===== src/ctr_defs.vh =====
// Register map, field positions and reset values of the status/routing block
`ifndef CTR_DEFS_VH
`define CTR_DEFS_VH

// Register indices (byte address is four times the index)
`define CTR_IDX_SELECT      5'h1C
`define CTR_IDX_PAIRING     5'h1D
`define CTR_IDX_STATUS      5'h1E
`define CTR_IDX_CHIPINFO    5'h1F

// Byte addresses on APB
`define CTR_ADDR_SELECT     8'h70
`define CTR_ADDR_PAIRING    8'h74
`define CTR_ADDR_STATUS     8'h78
`define CTR_ADDR_CHIPINFO   8'h7C

// Reset values
`define CTR_RST_SELECT      12'h000
`define CTR_RST_PAIRING     2'h0

// Select register fields
`define CTR_ARM_SEL_LSB     0
`define CTR_ARM_EN_BIT      3
`define CTR_START_SEL_LSB   4
`define CTR_START_EN_BIT    7
`define CTR_STOP_SEL_LSB    8
`define CTR_STOP_EN_BIT     11

// Pairing register fields
`define CTR_LOWER_PAIR_BIT  0
`define CTR_UPPER_PAIR_BIT  1

// Arbitrary chip information value
`define CTR_CHIP_INFO       16'h5A00

`endif


===== src/ctr_measure_mux.v =====
// One time-measurement output: 8-to-1 comparator select with enable
`timescale 1ns/100ps
module ctr_measure_mux (
  // Comparator inputs, bit 2n high and 2n+1 low of channel n
  input  wire [7:0] compBus,
  // Control
  input  wire [2:0] selCode,
  input  wire       outEnable,
  // Tristate pin signals
  output wire       pinOut,
  output wire       pinOe
);

  assign pinOut = compBus[selCode];
  assign pinOe  = outEnable;

endmodule // ctr_measure_mux


===== src/ctr_status_routing.v =====
// Channel status, channel pairing and measurement routing with APB slave
//
// Behaviour
// - Pairing bit 1 set multiplexes channel 3 onto channel 2; resets zero.
// - Pairing bit 0 set multiplexes channel 1 onto channel 0; upper unused.
// - Status bits 15:12 show OR of accumulated fail records, ch3..ch0.
// - Status bits 11:8 show OR of timing error flags, ch3..ch0.
// - Status bits 7,5,3,1 show live high comparators of ch3..ch0.
// - Status bits 6,4,2,0 show live low comparators of ch3..ch0.
// - Any comparator, high or low, can drive arm, start or stop.
// - Each measurement output has its own enable for high impedance.
// - Three independent multiplexers for arm, start and stop.
// - Select code 2n picks channel n high, 2n+1 channel n low.
// - Stop en 11 sel 10:8, start en 7 sel 6:4, arm en 3 sel 2:0.
// - Zero enable tristates output; enables and selects reset to zero.
`timescale 1ns/100ps
`include "ctr_defs.vh"
module ctr_status_routing (
  // Clock and reset
  input  wire        sys_clk,
  input  wire        reset_n,
  // APB slave
  input  wire        psel,
  input  wire        penable,
  input  wire        pwrite,
  input  wire [31:0] paddr,
  input  wire [31:0] pwdata,
  output reg  [31:0] prdata,
  output wire        pready,
  output wire        pslverr,
  // Per-channel sources from the channel logic
  input  wire [3:0]  failRecordAny,
  input  wire [3:0]  timingErrorAny,
  // Comparator pins, asynchronous
  input  wire [3:0]  compHighPin,
  input  wire [3:0]  compLowPin,
  // Channel pairing controls
  output wire        upperPairMuxEnable,
  output wire        lowerPairMuxEnable,
  // Measurement outputs, two signals each
  output wire        measureArmOut,
  output wire        measureArmOe,
  output wire        measureStartOut,
  output wire        measureStartOe,
  output wire        measureStopOut,
  output wire        measureStopOe
);

  reg  [11:0] selectReg_r;
  reg  [1:0]  pairReg_r;
  reg  [3:0]  failSum_r;
  reg  [3:0]  timeErr_r;
  reg  [7:0]  compMeta_r;
  reg  [7:0]  compSync_r;
  reg  [31:0] prdata_nxt;
  wire [7:0]  compRaw;
  wire [7:0]  compBus;
  wire [15:0] statusWord;
  wire [7:0]  addrByte;
  wire        wrStrobe;
  wire        rdAccess;
  wire        addrHit;

  genvar ch;

  // Comparators interleaved: bit 2n high, 2n+1 low
  generate
    for (ch = 0; ch < 4; ch = ch + 1) begin : gInterleave
      assign compRaw[2*ch]   = compHighPin[ch];
      assign compRaw[2*ch+1] = compLowPin[ch];
    end
  endgenerate

  // Two-stage synchroniser for comparator pins
  always @(posedge sys_clk or negedge reset_n) begin
    if (!reset_n) begin
      compMeta_r <= 8'h00;
      compSync_r <= 8'h00;
    end else begin
      compMeta_r <= compRaw;
      compSync_r <= compMeta_r;
    end
  end

  always @(posedge sys_clk or negedge reset_n) begin
    if (!reset_n) begin
      failSum_r <= 4'h0;
      timeErr_r <= 4'h0;
    end else begin
      failSum_r <= failRecordAny;
      timeErr_r <= timingErrorAny;
    end
  end

  // Status word assembly; each channel's high/low pair swapped so high lands on the odd bit
  assign statusWord = {failSum_r, timeErr_r, compSync_r[6], compSync_r[7],
                       compSync_r[4], compSync_r[5], compSync_r[2],
                       compSync_r[3], compSync_r[0], compSync_r[1]};

  // APB decode, zero wait states
  assign addrByte = paddr[7:0];
  assign addrHit  = (paddr[31:8] == 24'h000000) &&
                    (addrByte == `CTR_ADDR_SELECT ||
                     addrByte == `CTR_ADDR_PAIRING ||
                     addrByte == `CTR_ADDR_STATUS ||
                     addrByte == `CTR_ADDR_CHIPINFO);
  assign pready   = 1'b1;
  assign pslverr  = psel & penable & ~addrHit;
  assign wrStrobe = psel & penable & pwrite;
  assign rdAccess = psel & ~penable & ~pwrite;

  // Register writes
  always @(posedge sys_clk or negedge reset_n) begin
    if (!reset_n) begin
      selectReg_r <= `CTR_RST_SELECT;
      pairReg_r   <= `CTR_RST_PAIRING;
    end else if (wrStrobe && paddr[31:8] == 24'h000000) begin
      if (addrByte == `CTR_ADDR_SELECT) begin
        selectReg_r <= pwdata[11:0];
      end else if (addrByte == `CTR_ADDR_PAIRING) begin
        pairReg_r <= pwdata[1:0];
      end
    end
  end

  // Read data mux, captured in setup cycle
  always @* begin
    prdata_nxt = 32'h00000000;
    if (paddr[31:8] != 24'h000000) begin
      prdata_nxt = 32'h00000000;
    end else if (addrByte == `CTR_ADDR_SELECT) begin
      prdata_nxt = {20'h00000, selectReg_r};
    end else if (addrByte == `CTR_ADDR_PAIRING) begin
      prdata_nxt = {30'h0000000, pairReg_r};
    end else if (addrByte == `CTR_ADDR_STATUS) begin
      prdata_nxt = {16'h0000, statusWord};
    end else if (addrByte == `CTR_ADDR_CHIPINFO) begin
      prdata_nxt = {16'h0000, `CTR_CHIP_INFO};
    end
  end

  always @(posedge sys_clk or negedge reset_n) begin
    if (!reset_n) begin
      prdata <= 32'h00000000;
    end else if (rdAccess) begin
      prdata <= prdata_nxt;
    end
  end

  assign upperPairMuxEnable = pairReg_r[`CTR_UPPER_PAIR_BIT];
  // Lower pair control, zero keeps channels independent
  assign lowerPairMuxEnable = pairReg_r[`CTR_LOWER_PAIR_BIT];

  // Synchronised comparators feed the measurement multiplexers
  assign compBus = compSync_r;

  ctr_measure_mux uArm (
    .compBus   (compBus),
    .selCode   (selectReg_r[`CTR_ARM_SEL_LSB+2:`CTR_ARM_SEL_LSB]),
    .outEnable (selectReg_r[`CTR_ARM_EN_BIT]),
    .pinOut    (measureArmOut),
    .pinOe     (measureArmOe)
  );

  ctr_measure_mux uStart (
    .compBus   (compBus),
    .selCode   (selectReg_r[`CTR_START_SEL_LSB+2:`CTR_START_SEL_LSB]),
    .outEnable (selectReg_r[`CTR_START_EN_BIT]),
    .pinOut    (measureStartOut),
    .pinOe     (measureStartOe)
  );

  ctr_measure_mux uStop (
    .compBus   (compBus),
    .selCode   (selectReg_r[`CTR_STOP_SEL_LSB+2:`CTR_STOP_SEL_LSB]),
    .outEnable (selectReg_r[`CTR_STOP_EN_BIT]),
    .pinOut    (measureStopOut),
    .pinOe     (measureStopOe)
  );

endmodule // ctr_status_routing


===== config.mk =====
export PLATFORM = sky130hd
export DESIGN_NAME = ctr_status_routing
export DESIGN_NICKNAME = d
export VERILOG_FILES = /design/src/ctr_measure_mux.v /design/src/ctr_status_routing.v
export VERILOG_INCLUDE_DIRS = /design/src
export SDC_FILE = /design/constraint.sdc
export NUM_CORES = 1
export LEC_CHECK = 0
export ABC_AREA = 0
export BUFFER_PORTS_ARGS = -buffer_cell sky130_fd_sc_hd__buf_2
export CAP_MARGIN = 20
export CORE_ASPECT_RATIO = 2
export CORE_MARGIN = 2
export CORE_UTILIZATION = 48
export DETAILED_ROUTE_END_ITERATION = 7
export PLACE_DENSITY_LB_ADDON = 0.12
export SYNTH_ARGS = -nofsm -noshare
export SYNTH_HDL_FRONTEND = slang
export SYNTH_SLANG_ARGS = --single-unit

===== constraint.sdc =====
create_clock -name sys_clk -period 3.29 [get_ports sys_clk]
set_input_delay 0.329 -clock sys_clk [delete_from_list [all_inputs] [get_ports sys_clk]]
set_output_delay 0.329 -clock sys_clk [all_outputs]
set_load 0.05 [all_outputs]

==> reports/qor.yml <==
outcome:
  status: "completed"
sta:
  post-route-period-util: 0.707
  tightest_slew_ns: 0.979
  fin_crit_ns: 2.33
  final.setup_skew_ns: 0.00394
  relSlewSlack: 0.346
  report.final.hold_viol_count: 0
  holdWs_ns: 0.103
  drv_slew: 0
  rsz0062_at_grt: "false"
  setup-tns-final_ns: 0
  max_freq_mhz: 430
  setup_viol_count_final: 0
power:
  switching_share: 0.248
  p_int_uw: 950
  comb_power_share: 0.110
  ir_worst_vdd_v: 0.000486
  seq_power_share: 0.543
  leakage_nw: 1.49
  power.share.clock: 0.347
  powerDensity_mw_per_mm2: 436
  power_switching_uw: 313
synthesis:
  ys_seq_elements: 54
  seq_area_frac_synth: 0.572
  yosysUniqueCellTypes: 29
  syn_inst: 183
  yosys_warnings: 0
  syn_avg_cell_area_sq_um: 12.9
  netlist_area_sq_mm: 0.00236
finish:
  final_cell_area_sq_mm: 0.00290
  synthToLayoutAreaGrowth_pct: 22.8
  post-route-util: 0.602
  diodes: 0
  nNetsFinal: 356
  fin_cells: 329
  layout-drive-gt1-share: 0.460
placement:
  place_area_sq_mm: 0.00279
  numPortBuffers: 89
  dp.cells: 321
  dp_hpwl_mm: 3.90
  place.gp.congestion: 0.783
route:
  drc: 0
  num_vias: 1704
  post_drt_wl_per_cell_um: 14.9
  drt-pass1-iter-count: 4
  vias_per_cell: 5.18
  antenna_left: 0
  wl_mm: 4.91
  drt_iter0_drc: 50
die:
  io_pins: 127
  initial_utilization: 0.490
  row_count: 36
  dieArea_sq_mm: 0.00553
  die_w_um: 53.6
  core_sq_mm: 0.00482
  die_y_um: 103
hold_path:
  hold_path_class: "in -> async"
clock_network:
  post_cts_buffers: 0
  htree_levels: 2
  clock_latency_ns: 0.30
  cts-root-buf: "clkbuf_8"
  cts_sinks: 54
  clock_path_buffers: 2
  cts-resized-gates: 0
  hold_buffers: 0
  cts_tree: "done"
  cts_buffers: 5
  clkTransAtPathRegs_ns: 0.10
global_route:
  grt_pass1_wl_mm: 7.51
  antenna_found_initial: 0
  overflow: 0
  gr-usage-all-layers: 0.187
  grt_max_degree: 38
  grt_pass1_vias: 1558
worst_setup_path:
  worstSetupStartpointType: "primary input"
  r2r_slack_ns: 2.22
  crit_fanout: 9
  worst-path-buf-inv: 2
  crit_chain: "buf_2, nor4_1, nand4_1, or3_1, and3_1, buf_2"
  required_ns: 2.96
  crit_path_frequent_cell: "buf_2"
  path_depth: 6
  crit_arrival_ns: 2.00
  reg2reg_to: "prdata[1]"
  crit_start: "paddr[9]"
  max_stage_delay_ns: 0.58
  r2r_cells: 3
  cp-end-kind: "output port"
  crit_path_end: "pslverr"
  r2r-start: "compBus[0]"
  crit_slowest_cell: "or3_1"
  crit_family: "simple AND/OR/NAND/NOR gates"
  crit_type: "in -> out"
job:
  max_cap_viol_count: 0
[power by group through the flow]
stage,combinational (mW),sequential [mW],clock (mW)
floorplan,0.0973,0.696,0
global placement,0.139,0.699,0
detailed placement,0.140,0.700,0
CTS,0.141,0.687,0.456
global route,0.152,0.688,0.478
finish,0.139,0.686,0.439
[metal layers]
metal,GRT usage,vias up,part of all wire
li1,-,800,-
met1,0.237,851,0.38
met2,0.314,48,0.56
met3,0.0359,5,0.046
met4,0.0671,0,0.014
met5,0,-,0
[stage by stage]
step | power [mW] | setup WS [ns]
global route | 1.32 | 0.862
CTS | 1.28 | 0.971
global placement | 0.838 | 0.986
finish | 1.26 | 0.965
detailed placement | 0.840 | 0.972
floorplan | 0.793 | 1.31
[registers in the layout (all words and copies together) (netlist names)]
register and flops:
compBus 8, pairReg_r 2, timeErr_r 4, failSum_r 4, prdata 16, selectReg_r 12, compMeta_r 8
[logic make-up (layout without fill, tap and decap cells)]
family                 Yosys count  after routing  synth area share
other                            2             17           0.00318
buffers and inverters           28            102            0.0736
and+or+nand+nor                 46             46             0.102
DFF                             54             54             0.572
AOI/OAI and AO/OA               22             22            0.0773
muxes                           31             31             0.172
[cells in the mapped netlist]
cell type,n,area (sq um)
nand2b_1,4,25.0
nand4_1,1,6.26
and3_1,1,6.26
clkbuf_1,6,22.5
nand4b_1,1,8.76
or3_1,2,12.5
a21o_1,2,15.0
nor4b_1,1,8.76
dfrtp_1,54,1350
and2_1,1,6.26
nand3_1,2,10.0
nor4_2,1,12.5
nor4_1,6,37.5
mux2i_1,8,80.1
o41ai_1,2,17.5
conb_1,2,7.51
inv_1,3,11.3
nor3_1,2,10.0
o31ai_1,12,90.1
nor2_1,3,11.3
and4b_1,1,10.0
mux4_2,6,135
nand2_1,20,75.1
mux2_2,17,191
o311ai_0,2,17.5
buf_2,1,5.00
o21ai_0,2,10.0
o41ai_2,2,32.5
buf_4,18,135
[cell type report]
| type | instances | area, sq um |
|---|---|---|
| fillers | 429 | 1920 |
| flip-flops and latches | 54 | 1350 |
| multi-input cells | 116 | 893 |
| repair buffers | 91 | 460 |
| well taps | 57 | 71.3 |
| clock buffers | 5 | 68.8 |
| clock inverters | 3 | 43.8 |
| inverters | 3 | 11.3 |
[cell usage in the layout, fill, tap and decap left out]
cell type,Yosys,routed
and3_1,1,1
bufinv_16,0,1
nand2_1,20,20
nand4b_1,1,1
o41ai_2,2,2
nor2_1,3,3
clkinv_2,0,1
o21ai_0,2,2
or3_1,2,2
and2_1,1,1
nand3_1,2,2
nand4_1,1,1
nor4b_1,1,1
buf_4,18,2
dfrtp_1,54,54
and4b_1,1,1
nor3_1,2,2
nor4_2,1,1
conb_1,2,17
o31ai_1,12,12
mux4_2,6,6
a21o_1,2,2
mux2i_1,8,8
inv_6,0,1
o311ai_0,2,2
nor4_1,6,6
clkbuf_8,0,5
inv_1,3,3
nand2b_1,4,4
mux2_2,17,17
o41ai_1,2,2
buf_2,1,89
[worst min-delay path by stage]
| stage | startpoint | endpoint |
|---|---|---|
| after floorplan | reset_n | compBus[0] |
| after global placement | compMeta_r[4] | compBus[4] |
| after detailed placement | compMeta_r[0] | compBus[0] |
| after CTS | compLowPin[0] | compMeta_r[1] |
| after global routing | compLowPin[2] | compMeta_r[5] |
| final | reset_n | prdata[10] |
(Power assumes the default switching activity.)
